--- config.mk ---
export PLATFORM = sky130hd
export DESIGN_NAME = cfd_core
export DESIGN_NICKNAME = d
export VERILOG_FILES = /design/src/common/cfd_pkg.sv /design/src/common/cfd_flag_if.sv /design/src/core/cfd_core.sv /design/src/core/cfd_flag_unit.sv
export SDC_FILE = /design/constraint.sdc
export NUM_CORES = 1
export LEC_CHECK = 0
export BUFFER_PORTS_ARGS = -buffer_cell sky130_fd_sc_hd__buf_2
export CAP_MARGIN = 20
export CORE_MARGIN = 2
export CORE_UTILIZATION = 35
export DETAILED_ROUTE_END_ITERATION = 7
export SYNTH_ARGS = -nofsm -noshare
export SYNTH_HDL_FRONTEND = slang
export SYNTH_SLANG_ARGS = --single-unit
--- constraint.sdc ---
create_clock -name aclk -period 6.05 [get_ports aclk]
set_clock_uncertainty 0.15 [all_clocks]
set_input_delay 0.3025 -clock aclk [delete_from_list [all_inputs] [get_ports aclk]]
set_output_delay 0.3025 -clock aclk [all_outputs]
set_load 0.005 [all_outputs]
--- src/common/cfd_pkg.sv ---
package cfd_pkg;
	// clock and processor cycle timing
	localparam int CLK_PERIOD_NS = 8;
	localparam int CPU_CYCLE_NS = 1000;
	localparam int CPU_DIV = (CPU_CYCLE_NS + CLK_PERIOD_NS - 1) / CLK_PERIOD_NS;

	// opcodes handled here; 00 and 01 never pass decode, so used internally
	localparam logic [7:0] OP_INT = 8'h00;
	localparam logic [7:0] OP_WAKE = 8'h01;
	localparam logic [7:0] OP_NOP = 8'h02;
	localparam logic [7:0] OP_CLV = 8'h0a;
	localparam logic [7:0] OP_SEV = 8'h0b;
	localparam logic [7:0] OP_CLC = 8'h0c;
	localparam logic [7:0] OP_SEC = 8'h0d;
	localparam logic [7:0] OP_CLI = 8'h0e;
	localparam logic [7:0] OP_SEI = 8'h0f;
	localparam logic [7:0] OP_RTS = 8'h39;
	localparam logic [7:0] OP_RTI = 8'h3b;
	localparam logic [7:0] OP_WAI = 8'h3e;
	localparam logic [7:0] OP_SWI = 8'h3f;
	localparam logic [7:0] OP_CLEAR_ACCUMULATOR_A = 8'h4f;
	localparam logic [7:0] OP_CLEAR_ACCUMULATOR_B = 8'h5f;
	localparam logic [7:0] OP_CLR_IDX = 8'h6f;
	localparam logic [7:0] OP_CLR_EXT = 8'h7f;
	localparam logic [7:0] OP_BSR = 8'h8d;

	// processor cycles per instruction
	localparam logic [3:0] NC_SHORT = 4'h2;
	localparam logic [3:0] NC_BSR = 4'h8;
	localparam logic [3:0] NC_RTS = 4'h5;
	localparam logic [3:0] NC_RTI = 4'ha;
	localparam logic [3:0] NC_SWI = 4'hc;
	localparam logic [3:0] NC_WAI = 4'h9;
	localparam logic [3:0] NC_CLR_EXT = 4'h6;
	localparam logic [3:0] NC_CLR_IDX = 4'h7;

	// condition flag bit positions
	localparam int CCR_C = 0;
	localparam int CCR_V = 1;
	localparam int CCR_Z = 2;
	localparam int CCR_N = 3;
	localparam int CCR_I = 4;
	localparam int CCR_H = 5;
	localparam logic [1:0] CCR_UNUSED = 2'h3;

	// vectors, high byte at the even address
	localparam logic [15:0] VEC_IRQ = 16'hfff8;
	localparam logic [15:0] VEC_SWI = 16'hfffa;
	localparam logic [15:0] VEC_NMI = 16'hfffc;

	// stack slot of the high program counter byte
	localparam logic [2:0] STK_PCH = 3'h5;

	// bus actions of one processor cycle
	localparam logic [3:0] ACT_IDLE = 4'h0;
	localparam logic [3:0] ACT_FETCH = 4'h1;
	localparam logic [3:0] ACT_RD1 = 4'h2;
	localparam logic [3:0] ACT_RD2 = 4'h3;
	localparam logic [3:0] ACT_PUSH = 4'h4;
	localparam logic [3:0] ACT_PULL = 4'h5;
	localparam logic [3:0] ACT_VHI = 4'h6;
	localparam logic [3:0] ACT_VLO = 4'h7;
	localparam logic [3:0] ACT_WR0 = 4'h8;
	localparam logic [3:0] ACT_HOLD = 4'hf;

	// flag unit commands
	localparam logic [1:0] FOP_ADD = 2'h0;
	localparam logic [1:0] FOP_DAA = 2'h1;
	localparam logic [1:0] FOP_CMP = 2'h2;
	localparam logic [1:0] FOP_TAP = 2'h3;
	localparam int FOP_CMD_LSB = 16;

	// register map (byte addresses)
	localparam int AXI_AW = 8;
	localparam logic [7:0] REG_CTRL = 8'h00;
	localparam logic [7:0] REG_STATUS = 8'h04;
	localparam logic [7:0] REG_PC = 8'h08;
	localparam logic [7:0] REG_SP = 8'h0c;
	localparam logic [7:0] REG_IX = 8'h10;
	localparam logic [7:0] REG_ACC = 8'h14;
	localparam logic [7:0] REG_CCR = 8'h18;
	localparam logic [7:0] REG_FLAGOP = 8'h1c;
	localparam int ST_WAIT_BIT = 0;
	localparam int ST_ILL_BIT = 1;
	localparam logic [1:0] RESP_OKAY = 2'h0;
	localparam logic [1:0] RESP_SLVERR = 2'h2;

	// values after reset
	localparam logic [15:0] PC_RST = 16'h0000;
	localparam logic [15:0] SP_RST = 16'h00ff;
	localparam logic [5:0] CCR_RST = 6'h10;

	typedef enum logic [2:0] {
		ST_STOP = 3'b001,
		ST_RUN = 3'b010,
		ST_WAIT = 3'b100
	} cfd_state_type;
endpackage

--- src/common/cfd_flag_if.sv ---
`timescale 1ns/100ps
interface cfd_flag_if;
	logic [1:0] cmd;
	logic [7:0] acc;
	logic [15:0] idx;
	logic [15:0] opnd;
	logic [5:0] ccr_in;
	logic [5:0] ccr_out;
	logic [7:0] res;
	modport core (output cmd, acc, idx, opnd, ccr_in, input ccr_out, res);
	modport unit (input cmd, acc, idx, opnd, ccr_in, output ccr_out, res);
endinterface

--- src/core/cfd_core.sv ---
// Behaviour
// - relative target is address plus two plus sign-extended offset byte
// - half-carry takes carry out of bit 3, carry out of bit 7
// - branch to subroutine, opcode 8d, two bytes, eight cycles
// - return from subroutine, opcode 39, one byte, five cycles
// - return from interrupt, opcode 3b, one byte, ten cycles
// - return from interrupt reloads all flags from the stack
// - software trap, opcode 3f, one byte, twelve cycles
// - halt until interrupt, opcode 3e, one byte, nine cycles
// - waking sets the mask; with mask already set only nmi wakes
// - no operation, opcode 02, two cycles, advances address only
// - opcodes 0c, 0e, 0a clear carry, mask, overflow only
// - opcodes 0d, 0f, 0b set carry, mask, overflow only
// - sixteen-bit result negative when bit 15 is one
// - decimal adjust sets carry above nine, never clears it
// - sixteen-bit compare overflow comes from high byte subtraction
// - transfer to flags loads every flag from accumulator a
// - mask is flag bit 4; bits 6 and 7 read one
// - trap and halt push address, index, accumulators, flags
// - trap vector high byte at fffa, low byte at fffb
`timescale 1ns/100ps
module cfd_core
	import cfd_pkg::*;
#(
	parameter int CPU_DIV_P = CPU_DIV
) (
	input logic aclk,
	input logic aresetn,
	input logic s_axi_awvalid,
	output logic s_axi_awready,
	input logic [AXI_AW-1:0] s_axi_awaddr,
	input logic s_axi_wvalid,
	output logic s_axi_wready,
	input logic [31:0] s_axi_wdata,
	input logic [3:0] s_axi_wstrb,
	output logic s_axi_bvalid,
	input logic s_axi_bready,
	output logic [1:0] s_axi_bresp,
	input logic s_axi_arvalid,
	output logic s_axi_arready,
	input logic [AXI_AW-1:0] s_axi_araddr,
	output logic s_axi_rvalid,
	input logic s_axi_rready,
	output logic [31:0] s_axi_rdata,
	output logic [1:0] s_axi_rresp,
	output logic [15:0] mem_addr,
	output logic mem_rd,
	output logic mem_wr,
	output logic [7:0] mem_wdata,
	input logic [7:0] mem_rdata,
	input logic irq_n,
	input logic nmi_n
);
	localparam int DW = $clog2(CPU_DIV_P + 1);

	function automatic logic [3:0] cfd_ncyc(input logic [7:0] op);
		case (op)
			OP_BSR: return NC_BSR;
			OP_RTS: return NC_RTS;
			OP_RTI: return NC_RTI;
			OP_SWI, OP_INT: return NC_SWI;
			OP_WAI: return NC_WAI;
			OP_CLR_EXT: return NC_CLR_EXT;
			OP_CLR_IDX: return NC_CLR_IDX;
			default: return NC_SHORT;
		endcase
	endfunction

	// bus action of cycle c of an instruction; cycle 0 is the fetch
	function automatic logic [3:0] cfd_act(input logic [7:0] op,
		input logic [3:0] c);
		logic stack7;
		stack7 = (c >= 4'h2) && (c <= 4'h8);
		case (op)
			OP_BSR: return (c == 4'h1) ? ACT_RD1 :
				((c == 4'h3) || (c == 4'h4)) ? ACT_PUSH : ACT_IDLE;
			OP_RTS: return ((c == 4'h2) || (c == 4'h3)) ? ACT_PULL : ACT_IDLE;
			OP_RTI: return stack7 ? ACT_PULL : ACT_IDLE;
			OP_SWI, OP_INT: return stack7 ? ACT_PUSH :
				(c == 4'ha) ? ACT_VHI : (c == 4'hb) ? ACT_VLO : ACT_IDLE;
			OP_WAI: return stack7 ? ACT_PUSH : ACT_IDLE;
			OP_CLR_EXT: return (c == 4'h1) ? ACT_RD1 : (c == 4'h2) ? ACT_RD2 :
				(c == 4'h5) ? ACT_WR0 : ACT_IDLE;
			OP_CLR_IDX: return (c == 4'h1) ? ACT_RD1 :
				(c == 4'h6) ? ACT_WR0 : ACT_IDLE;
			OP_WAKE: return (c == 4'h1) ? ACT_VLO : ACT_IDLE;
			default: return ACT_IDLE;
		endcase
	endfunction

	function automatic logic cfd_legal(input logic [7:0] op);
		case (op)
			OP_BSR, OP_RTS, OP_RTI, OP_SWI, OP_WAI, OP_NOP, OP_CLEAR_ACCUMULATOR_A, OP_CLEAR_ACCUMULATOR_B,
			OP_CLR_EXT, OP_CLR_IDX, OP_CLC, OP_CLI, OP_CLV, OP_SEC, OP_SEI,
			OP_SEV: return 1'b1;
			default: return 1'b0;
		endcase
	endfunction

	function automatic logic [15:0] cfd_merge16(input logic [15:0] old,
		input logic [15:0] nw, input logic [1:0] strb);
		return {strb[1] ? nw[15:8] : old[15:8], strb[0] ? nw[7:0] : old[7:0]};
	endfunction

	cfd_state_type state_q, state_d;
	logic [DW-1:0] div_q;
	logic [3:0] step_q, step_d;
	logic [7:0] op_q, op_d;
	logic [2:0] stk_q, stk_d;
	logic [15:0] tmp_q, tmp_d, ret_q, ret_d, vec_q, vec_d;
	logic [15:0] pc_q, pc_d, sp_q, sp_d, ix_q, ix_d;
	logic [7:0] a_q, a_d, b_q, b_d;
	logic [5:0] ccr_q, ccr_d;
	logic run_q, run_d, ill_q, ill_d, fetch_q, fetch_d;
	logic nmi_pend_q, nmi_pend_d;
	logic [15:0] mem_addr_q, mem_addr_d;
	logic mem_rd_q, mem_rd_d, mem_wr_q, mem_wr_d;
	logic [7:0] mem_wdata_q, mem_wdata_d;
	logic [2:0] irq_s_q, nmi_s_q;
	logic irq_f_q, nmi_f_q;
	logic awready_q, wready_q, bvalid_q, arready_q, rvalid_q;
	logic aw_have_q, w_have_q;
	logic [1:0] bresp_q, rresp_q;
	logic [31:0] rdata_q, w_data_q;
	logic [AXI_AW-1:0] aw_addr_q;
	logic [3:0] w_strb_q;
	logic [3:0] issue;
	logic nxt;

	cfd_flag_if fu_if ();
	cfd_flag_unit u_flag (.fl(fu_if));

	// operands for software-driven flag operations
	assign fu_if.cmd = w_data_q[FOP_CMD_LSB +: 2];
	assign fu_if.acc = a_q;
	assign fu_if.idx = ix_q;
	assign fu_if.opnd = w_data_q[15:0];
	assign fu_if.ccr_in = ccr_q;

	// processor cycle enable and instruction decode
	wire tick = (div_q == DW'(CPU_DIV_P - 1));
	wire op_fetched = fetch_q && (step_q == 4'h0);
	wire [7:0] op_n = op_fetched ? mem_rdata : op_q;
	wire [3:0] cur_act = op_fetched ? ACT_FETCH : cfd_act(op_n, step_q);
	wire last = (step_q == (cfd_ncyc(op_n) - 4'h1));
	wire stopped = (state_q == ST_STOP);
	wire [15:0] rel = {{8{tmp_q[7]}}, tmp_q[7:0]};
	wire [5:0] clr_flags = (ccr_q & ~6'(15)) | 6'(1 << CCR_Z);

	// interrupt pins: a change counts once stages two and three agree
	wire irq_agree = (irq_s_q[1] == irq_s_q[2]);
	wire nmi_agree = (nmi_s_q[1] == nmi_s_q[2]);
	wire nmi_fall = nmi_f_q & nmi_agree & ~nmi_s_q[2];
	wire irq_act = ~irq_f_q;
	// mask already set: only the nmi can release the wait
	wire wake = nmi_pend_q | (irq_act & ~ccr_q[CCR_I]);

	// register bus decode
	wire aw_hs = s_axi_awvalid & awready_q;
	wire w_hs = s_axi_wvalid & wready_q;
	wire wr_go = aw_have_q & w_have_q & ~bvalid_q;
	wire ar_hs = s_axi_arvalid & arready_q;
	wire wr_map = (aw_addr_q[1:0] == 2'h0) && (aw_addr_q <= REG_FLAGOP);
	wire rd_map = (s_axi_araddr[1:0] == 2'h0) && (s_axi_araddr <= REG_FLAGOP);
	wire wr_en = wr_go & wr_map;
	wire [31:0] rd_word =
		(s_axi_araddr == REG_CTRL) ? {31'h0, run_q} :
		(s_axi_araddr == REG_STATUS) ? {28'h0, nmi_pend_q, ~stopped, ill_q,
			(state_q == ST_WAIT)} :
		(s_axi_araddr == REG_PC) ? {16'h0, pc_q} :
		(s_axi_araddr == REG_SP) ? {16'h0, sp_q} :
		(s_axi_araddr == REG_IX) ? {16'h0, ix_q} :
		(s_axi_araddr == REG_ACC) ? {16'h0, b_q, a_q} :
		(s_axi_araddr == REG_CCR) ? {24'h0, CCR_UNUSED, ccr_q} :
		32'h0;

	// next state of the sequencer and the programmer's registers
	always_comb begin
		state_d = state_q;
		step_d = step_q;
		op_d = op_q;
		stk_d = stk_q;
		tmp_d = tmp_q;
		ret_d = ret_q;
		vec_d = vec_q;
		pc_d = pc_q;
		sp_d = sp_q;
		ix_d = ix_q;
		a_d = a_q;
		b_d = b_q;
		ccr_d = ccr_q;
		run_d = run_q;
		ill_d = ill_q;
		fetch_d = fetch_q;
		nmi_pend_d = nmi_pend_q;
		mem_addr_d = mem_addr_q;
		mem_rd_d = mem_rd_q;
		mem_wr_d = mem_wr_q;
		mem_wdata_d = mem_wdata_q;
		issue = ACT_HOLD;
		nxt = 1'b0;
		// programmer's registers change only while the core is stopped
		if (wr_en) begin
			case (aw_addr_q)
				REG_CTRL: if (w_strb_q[0]) run_d = w_data_q[0];
				REG_STATUS: if (w_strb_q[0] && w_data_q[ST_ILL_BIT]) ill_d = 1'b0;
				REG_PC: if (stopped) pc_d = cfd_merge16(pc_q, w_data_q[15:0], w_strb_q[1:0]);
				REG_SP: if (stopped) sp_d = cfd_merge16(sp_q, w_data_q[15:0], w_strb_q[1:0]);
				REG_IX: if (stopped) ix_d = cfd_merge16(ix_q, w_data_q[15:0], w_strb_q[1:0]);
				REG_ACC: if (stopped) {b_d, a_d} = cfd_merge16({b_q, a_q},
					w_data_q[15:0], w_strb_q[1:0]);
				REG_CCR: if (stopped && w_strb_q[0]) ccr_d = w_data_q[5:0];
				REG_FLAGOP: if (stopped) begin
					ccr_d = fu_if.ccr_out;
					if (fu_if.cmd == FOP_ADD || fu_if.cmd == FOP_DAA) a_d = fu_if.res;
				end
				default: ;
			endcase
		end
		if (tick) begin
			case (state_q)
				ST_STOP: nxt = run_q;
				ST_WAIT: if (!run_q) begin
					state_d = ST_STOP;
					issue = ACT_IDLE;
				end else if (wake) begin
					state_d = ST_RUN;
					op_d = OP_WAKE;
					step_d = 4'h0;
					fetch_d = 1'b0;
					vec_d = nmi_pend_q ? VEC_NMI : VEC_IRQ;
					if (nmi_pend_q) nmi_pend_d = 1'b0;
					issue = ACT_VHI;
				end
				ST_RUN: begin
					// capture what the cycle just ending read
					if (mem_rd_q) tmp_d = {tmp_q[7:0], mem_rdata};
					if (cur_act == ACT_PULL) begin
						stk_d = stk_q + 3'h1;
						case (stk_q)
							3'h0: ccr_d = mem_rdata[5:0];
							3'h1: b_d = mem_rdata;
							3'h2: a_d = mem_rdata;
							3'h3: ix_d[15:8] = mem_rdata;
							3'h4: ix_d[7:0] = mem_rdata;
							3'h5: pc_d[15:8] = mem_rdata;
							default: pc_d[7:0] = mem_rdata;
						endcase
					end
					if (cur_act == ACT_VLO) begin
						pc_d = {tmp_q[7:0], mem_rdata};
						ccr_d[CCR_I] = 1'b1;
					end
					if (op_fetched) begin
						op_d = mem_rdata;
						stk_d = (mem_rdata == OP_RTS) ? STK_PCH : 3'h0;
						ret_d = pc_q + ((mem_rdata == OP_BSR) ? 16'h2 : 16'h1);
						vec_d = VEC_SWI;
					end
					if (op_fetched && !cfd_legal(mem_rdata)) begin
						ill_d = 1'b1;
						run_d = 1'b0;
						state_d = ST_STOP;
						issue = ACT_IDLE;
					end else if (last) begin
						nxt = 1'b1;
						case (op_n)
							OP_BSR: pc_d = ret_q + rel;
							OP_WAI: begin
								pc_d = ret_q;
								state_d = ST_WAIT;
								issue = ACT_IDLE;
								nxt = 1'b0;
							end
							OP_NOP: pc_d = pc_q + 16'h1;
							OP_CLEAR_ACCUMULATOR_A: begin
								a_d = 8'h00;
								ccr_d = clr_flags;
								pc_d = pc_q + 16'h1;
							end
							OP_CLEAR_ACCUMULATOR_B: begin
								b_d = 8'h00;
								ccr_d = clr_flags;
								pc_d = pc_q + 16'h1;
							end
							OP_CLR_EXT: begin
								ccr_d = clr_flags;
								pc_d = pc_q + 16'h3;
							end
							OP_CLR_IDX: begin
								ccr_d = clr_flags;
								pc_d = pc_q + 16'h2;
							end
							OP_CLC, OP_SEC: begin
								ccr_d[CCR_C] = op_n[0];
								pc_d = pc_q + 16'h1;
							end
							OP_CLI, OP_SEI: begin
								ccr_d[CCR_I] = op_n[0];
								pc_d = pc_q + 16'h1;
							end
							OP_CLV, OP_SEV: begin
								ccr_d[CCR_V] = op_n[0];
								pc_d = pc_q + 16'h1;
							end
							default: ;
						endcase
					end else begin
						step_d = step_q + 4'h1;
						issue = cfd_act(op_n, step_q + 4'h1);
					end
				end
				default: state_d = ST_STOP;
			endcase
			// instruction boundary: stop, take an interrupt or fetch
			if (nxt) begin
				state_d = ST_RUN;
				step_d = 4'h0;
				if (!run_q) begin
					state_d = ST_STOP;
					issue = ACT_IDLE;
				end else if (nmi_pend_q || (irq_act && !ccr_d[CCR_I])) begin
					op_d = OP_INT;
					fetch_d = 1'b0;
					stk_d = 3'h0;
					ret_d = pc_d;
					vec_d = nmi_pend_q ? VEC_NMI : VEC_IRQ;
					if (nmi_pend_q) nmi_pend_d = 1'b0;
					issue = ACT_IDLE;
				end else begin
					fetch_d = 1'b1;
					issue = ACT_FETCH;
				end
			end
		end
		// a falling nmi in the clearing cycle is kept
		if (nmi_fall) nmi_pend_d = 1'b1;
		// bus action for the processor cycle that starts now
		case (issue)
			ACT_HOLD: ;
			ACT_FETCH, ACT_RD1, ACT_RD2, ACT_PULL, ACT_VHI, ACT_VLO: begin
				mem_rd_d = 1'b1;
				mem_wr_d = 1'b0;
				mem_addr_d = (issue == ACT_FETCH) ? pc_d :
					(issue == ACT_RD1) ? pc_q + 16'h1 :
					(issue == ACT_RD2) ? pc_q + 16'h2 :
					(issue == ACT_PULL) ? sp_q + 16'h1 :
					(issue == ACT_VHI) ? vec_d : {vec_d[15:1], 1'b1};
				if (issue == ACT_PULL) sp_d = sp_q + 16'h1;
			end
			ACT_PUSH: begin
				mem_rd_d = 1'b0;
				mem_wr_d = 1'b1;
				mem_addr_d = sp_q;
				sp_d = sp_q - 16'h1;
				stk_d = stk_q + 3'h1;
				case (stk_q)
					3'h0: mem_wdata_d = ret_q[7:0];
					3'h1: mem_wdata_d = ret_q[15:8];
					3'h2: mem_wdata_d = ix_q[7:0];
					3'h3: mem_wdata_d = ix_q[15:8];
					3'h4: mem_wdata_d = a_q;
					3'h5: mem_wdata_d = b_q;
					default: mem_wdata_d = {CCR_UNUSED, ccr_q};
				endcase
			end
			ACT_WR0: begin
				mem_rd_d = 1'b0;
				mem_wr_d = 1'b1;
				mem_wdata_d = 8'h00;
				mem_addr_d = (op_n == OP_CLR_EXT) ? tmp_d :
					ix_q + {8'h00, tmp_q[7:0]};
			end
			default: begin
				mem_rd_d = 1'b0;
				mem_wr_d = 1'b0;
			end
		endcase
	end

	// sequencer and register state
	always_ff @(posedge aclk) begin
		if (!aresetn) begin
			state_q <= ST_STOP;
			div_q <= '0;
			{step_q, op_q, stk_q, tmp_q, ret_q, vec_q} <= '0;
			{pc_q, sp_q, ccr_q} <= {PC_RST, SP_RST, CCR_RST};
			{ix_q, a_q, b_q} <= '0;
			{run_q, ill_q, fetch_q, nmi_pend_q} <= '0;
			{mem_addr_q, mem_rd_q, mem_wr_q, mem_wdata_q} <= '0;
		end else begin
			state_q <= state_d;
			div_q <= tick ? '0 : div_q + DW'(1);
			{step_q, op_q, stk_q, tmp_q, ret_q, vec_q} <=
				{step_d, op_d, stk_d, tmp_d, ret_d, vec_d};
			{pc_q, sp_q, ix_q, a_q, b_q, ccr_q} <=
				{pc_d, sp_d, ix_d, a_d, b_d, ccr_d};
			{run_q, ill_q, fetch_q, nmi_pend_q} <=
				{run_d, ill_d | (op_fetched & tick & ~cfd_legal(mem_rdata) &
				(state_q == ST_RUN)), fetch_d, nmi_pend_d};
			{mem_addr_q, mem_rd_q, mem_wr_q, mem_wdata_q} <=
				{mem_addr_d, mem_rd_d, mem_wr_d, mem_wdata_d};
		end
	end

	// pin synchronisers; stage one feeds stage two only
	always_ff @(posedge aclk) begin
		if (!aresetn) begin
			{irq_s_q, nmi_s_q} <= 6'h3f;
			{irq_f_q, nmi_f_q} <= 2'h3;
		end else begin
			irq_s_q <= {irq_s_q[1:0], irq_n};
			nmi_s_q <= {nmi_s_q[1:0], nmi_n};
			if (irq_agree) irq_f_q <= irq_s_q[2];
			if (nmi_agree) nmi_f_q <= nmi_s_q[2];
		end
	end

	// register bus slave: one write and one read at a time
	always_ff @(posedge aclk) begin
		if (!aresetn) begin
			{awready_q, wready_q, arready_q} <= 3'h7;
			{aw_have_q, w_have_q, bvalid_q, rvalid_q} <= '0;
			{bresp_q, rresp_q, rdata_q, w_data_q, aw_addr_q, w_strb_q} <= '0;
		end else begin
			if (aw_hs) {aw_have_q, awready_q, aw_addr_q} <= {2'h2, s_axi_awaddr};
			if (w_hs) {w_have_q, wready_q, w_data_q, w_strb_q} <=
				{2'h2, s_axi_wdata, s_axi_wstrb};
			if (wr_go) begin
				{aw_have_q, w_have_q, bvalid_q} <= 3'h1;
				bresp_q <= wr_map ? RESP_OKAY : RESP_SLVERR;
			end
			if (bvalid_q && s_axi_bready) {bvalid_q, awready_q, wready_q} <= 3'h3;
			if (ar_hs) begin
				{rvalid_q, arready_q, rdata_q} <= {2'h2, rd_word};
				rresp_q <= rd_map ? RESP_OKAY : RESP_SLVERR;
			end
			if (rvalid_q && s_axi_rready) {rvalid_q, arready_q} <= 2'h1;
		end
	end

	assign s_axi_awready = awready_q;
	assign s_axi_wready = wready_q;
	assign s_axi_bvalid = bvalid_q;
	assign s_axi_bresp = bresp_q;
	assign s_axi_arready = arready_q;
	assign s_axi_rvalid = rvalid_q;
	assign s_axi_rdata = rdata_q;
	assign s_axi_rresp = rresp_q;
	assign mem_addr = mem_addr_q;
	assign mem_rd = mem_rd_q;
	assign mem_wr = mem_wr_q;
	assign mem_wdata = mem_wdata_q;
endmodule // cfd_core

--- src/core/cfd_flag_unit.sv ---
`timescale 1ns/100ps
module cfd_flag_unit
	import cfd_pkg::*;
(
	cfd_flag_if.unit fl
);
	logic [8:0] sum9;
	logic [4:0] sum_lo;
	logic lo_fix;
	logic hi_fix;
	logic [7:0] daa_res;
	logic [16:0] diff17;
	logic [7:0] diff_ms;
	logic [7:0] add_b;

	// byte add with carries out of bit 3 and bit 7
	assign add_b = fl.opnd[7:0];
	assign sum9 = {1'b0, fl.acc} + {1'b0, add_b};
	assign sum_lo = {1'b0, fl.acc[3:0]} + {1'b0, add_b[3:0]};

	// decimal adjust; carry is only ever set, never dropped
	assign lo_fix = (fl.acc[3:0] > 4'h9) | fl.ccr_in[CCR_H];
	assign hi_fix = (fl.acc[7:4] > 4'h9) | fl.ccr_in[CCR_C]
		| ((fl.acc[7:4] > 4'h8) & (fl.acc[3:0] > 4'h9));
	assign daa_res = fl.acc + {(hi_fix ? 4'h6 : 4'h0), (lo_fix ? 4'h6 : 4'h0)};

	// sixteen-bit compare; overflow judged on the high bytes alone
	assign diff17 = {1'b0, fl.idx} - {1'b0, fl.opnd};
	assign diff_ms = fl.idx[15:8] - fl.opnd[15:8];

	always_comb begin
		fl.ccr_out = fl.ccr_in;
		fl.res = fl.acc;
		case (fl.cmd)
			FOP_ADD: begin
				fl.res = sum9[7:0];
				fl.ccr_out[CCR_H] = sum_lo[4];
				fl.ccr_out[CCR_C] = sum9[8];
				fl.ccr_out[CCR_N] = sum9[7];
				fl.ccr_out[CCR_Z] = (sum9[7:0] == 8'h00);
				fl.ccr_out[CCR_V] = (fl.acc[7] == add_b[7]) & (sum9[7] != fl.acc[7]);
			end
			FOP_DAA: begin
				fl.res = daa_res;
				fl.ccr_out[CCR_C] = fl.ccr_in[CCR_C] | hi_fix;
				fl.ccr_out[CCR_N] = daa_res[7];
				fl.ccr_out[CCR_Z] = (daa_res == 8'h00);
			end
			FOP_CMP: begin
				fl.ccr_out[CCR_N] = diff17[15];
				fl.ccr_out[CCR_Z] = (diff17[15:0] == 16'h0000);
				fl.ccr_out[CCR_V] = (fl.idx[15] != fl.opnd[15])
					& (diff_ms[7] != fl.idx[15]);
			end
			FOP_TAP: fl.ccr_out = fl.acc[5:0];
			default: fl.ccr_out = fl.ccr_in;
		endcase
	end
endmodule // cfd_flag_unit

==> results.sh <==
export IMPL_criticalPathCategory="reg -> reg"
export IMPL_dr_pass1_iters=8
export IMPL_async_flop_share_pct=0
export IMPL_ys_top_cells_by_count="nor2_1 (323), nand2_1 (249), dfxtp_1 (234), a21oi_1 (216), clkbuf_1 (169)"
export IMPL_finalSetupViolations=0
export IMPL_vdd_ir_drop_worst_v=0.000240
export IMPL_grt_pass1_vias=19935
export IMPL_synth_most_common_cell="nor2_1"
export IMPL_rrSetupSlack_ns=0.32
export IMPL_startpoint_type="flip-flop"
export IMPL_initial_core_util_pct=35.2
export IMPL_ctsLongestPathBuffers=3
export IMPL_drv_slew=0
export IMPL_cts_root_buf="clkbuf_16"
export IMPL_wl_met3_um=8870
export IMPL_setup_slack_ns=0.320
export IMPL_htreeDepth=1
export IMPL_synth_seq_cells=234
export IMPL_violations="design-rule violations"
export IMPL_grt_first_pass_wirelength_um=129000
export IMPL_synth_edf_count=0
export IMPL_required_ns=6.44
export IMPL_place_worst_setup_slack_ns=0.422
export IMPL_cts_sinks=234
export IMPL_synth_area_um2=18800
export IMPL_worst_pin_slew_ns=1.08
export IMPL_synth_avg_cell_area_um2=7.33
export IMPL_worstSetupEndpointType="flip-flop"
export IMPL_synthCells=2570
export IMPL_final_hold_viol_count=0
export IMPL_drt_iter0_drc=2637
export IMPL_port_buffers=101
export IMPL_powerDensity_nw_per_um2=178
export IMPL_post_route_drc_count=7
export IMPL_clk_latency_ns=0.63
export IMPL_critPathArrivalTime_ns=6.12
export IMPL_clk_pin_slew_ns=0.06
export IMPL_ys_warn_count=0
export IMPL_antenna_found_initial=1
export IMPL_synthToLayoutAreaGrowth_pct=14.3
export IMPL_vias=21124
export IMPL_cts_resized_gates=0
export IMPL_p_leak_uw=0.00805
export IMPL_synth_top_cell_by_area="dfxtp_1"
export IMPL_num_nets_final=2777
export IMPL_overflow=0
export IMPL_cts_tree="done"
export IMPL_routed_wl_um=87400
export IMPL_relSlewSlack_pct=27.6
export IMPL_synth_area_top_cells="dfxtp_1 (25%), nor2_1 (6.4%), a21oi_1 (5.7%)"
export IMPL_crit_start="step_q[0]"
export IMPL_grt_start_max_net_pins=139
export IMPL_status="complete, but fails checks"
export IMPL_die_area_um2=55700
export IMPL_yosysTopAreaCellShare_pct=24.9
export IMPL_cts_made_buffers=29
export IMPL_synth_ff_type="dfxtp_1"
export IMPL_crit_end="sp_q[10]"
export IMPL_grt_setup_unrepaired="true"
export IMPL_wl_met2_um=38100
export IMPL_rr_worst_depth=16
export IMPL_path_max_fanout=34
export IMPL_wl_per_cell_um=26.1
export IMPL_r2r_start="step_q[0]"
export IMPL_maxCapViolations=0
export IMPL_fin_tns_setup_ns=0
export IMPL_grt_usage_pct=30.3
export IMPL_hold_path_class="in -> reg"
export IMPL_wl_met1_um=34400
export IMPL_final_core_util_pct=40.3
export IMPL_yosysSeqAreaShare_pct=24.9
export IMPL_via_per_inst=6.31
export IMPL_nFillCells=5550
export IMPL_core_area_um2=53500
export IMPL_ant_nets=0
export IMPL_fin_crit_ns=5.73
export IMPL_synth_cell_types=92
export IMPL_ios=136
export IMPL_final_layout_size_suffix_gt1_share_pct=10.6
export IMPL_place_congestion=1.06
export IMPL_dp_hpwl_um=64600
export IMPL_worst_r2r_endpoint="sp_q[10]"
export IMPL_fmax_ghz=0.175
export IMPL_finalCritPeriodShare_pct=94.7
export IMPL_highest_signal_layer="met5"
export IMPL_rows=85
export IMPL_dieHeight_um=236
export IMPL_die_x_um=236
repair_timing:
| action | in CTS | in global routing |
|---|---|---|
| setup buffers | 0 | 1 |
| hold buffers | 48 | 0 |
| endpoints found under the hold margin | 46 | 0 |
| endpoints found under the setup margin | 0 | 30 |
layer usage:
layer  GRT usage [%]  up-vias
met4            18.4        2
met1            38.2    10044
li1                -     9521
met3            6.48      297
met5               0        -
met2            47.5     1260
final cells by class:
type / instances / area, um2 / share of cell area, %
antenna: 1 / 2.50 / 0.0116
clock buffer: 38 / 820 / 3.81
clock inverter: 16 / 211 / 0.982
inverter: 76 / 288 / 1.34
multi-input combinational: 2064 / 13100 / 60.9
sequential: 234 / 4680 / 21.8
tap: 696 / 871 / 4.04
timing repair buffer: 222 / 1550 / 7.18
cell families (layout without fill, tap and decap cells):
logic type	Yosys count	count (layout)	synth area share [%]
adders and majority gates	81	81	5.62
other	1	19	0.0199
muxes	102	102	5.53
and+or+nand+nor	927	927	23.1
xor gates and xnor gates	117	117	5.44
AOI/OAI and AO/OA	819	819	29.2
DFF	234	234	24.9
buffers and inverters	289	352	6.27
worst min path at each step:
stage / startpoint / to / slack [ns] / cells past startpoint
after floorplan: irq_s_q[0] / irq_s_q[1] / 0.24 / 1
after global placement: irq_s_q[0] / irq_s_q[1] / 0.24 / 1
after detailed placement: irq_s_q[0] / irq_s_q[1] / 0.25 / 1
after CTS: s_axi_araddr[1] / s_axi_rresp[1] / 0.01 / 4
after global routing: s_axi_araddr[1] / s_axi_rresp[1] / 0.09 / 4
final: s_axi_araddr[1] / s_axi_rresp[1] / 0.02 / 4
through the flow:
step / instances / cell area, um2 / power (uW) / hold slack [ns]
after global placement: 3243 / 20000 / 1920 / 0.238
final: 3347 / 21500 / 3840 / 0.0211
after global routing: 3346 / 21500 / 3930 / 0.0948
after detailed placement: 3243 / 20000 / 1930 / 0.249
after floorplan: 2587 / 18900 / 1810 / 0.236
after CTS: 3345 / 21500 / 3850 / 0.0142
critical path, stage by stage, from the launching register on:
cell and delay, ns:
dfxtp_1 0.49, inv_1 0.20, ha_1 0.28, nor4bb_4 0.21, or4_1 0.66, a2111oi_0 0.68
nor2_1 0.11, o21ai_0 0.27, o2bb2ai_2 0.19, a211o_1 0.18, a211o_1 0.26, and2_1 0.48
and3_1 0.51, buf_4 0.44, a221oi_1 0.14, a41o_1 0.25, a21oi_1 0.16
state kept, by name, indices dropped and copies added (netlist names), 16 cells and up:
name         cells
sp_q            16
s_axi_rdata     16
pc_q            16
ret_q           16
mem_addr        16
tmp_q           16
w_data_q        18
fu_if.idx       16
vec_q           16
report_power, final:
part / internal, uW / leakage, uW / total (uW) / switching (uW)
sequential: 1570 / 0.00190 / 1610 / 37.9
clock: 1130 / 0.000507 / 1910 / 785
combinational: 121 / 0.00565 / 318 / 196
total: 2820 / 0.00805 / 3840 / 1020
cells in the final DEF, fill, tap and decap left out, types with 18 or more instances in the layout:
cell and instances:
buf_4 72, conb_1 18, dfxtp_1 234, nor2_1 322
a211oi_1 72, clkbuf_16 29, xnor2_1 72, a31oi_1 26
mux2i_1 88, a21oi_1 216, a21o_1 24, o21ai_0 146
nand3_1 72, a222oi_1 28, buf_2 101, a221oi_1 25
nand2b_1 26, dlygate4sd3_1 48, and2_1 35, o211ai_1 25
ha_1 75, a22oi_1 30, xor2_1 45, nor3_1 61
inv_1 75, and3_1 28, o22ai_1 38, nand2_1 249
nand4_1 18
Power figures use the tool's default switching activity.
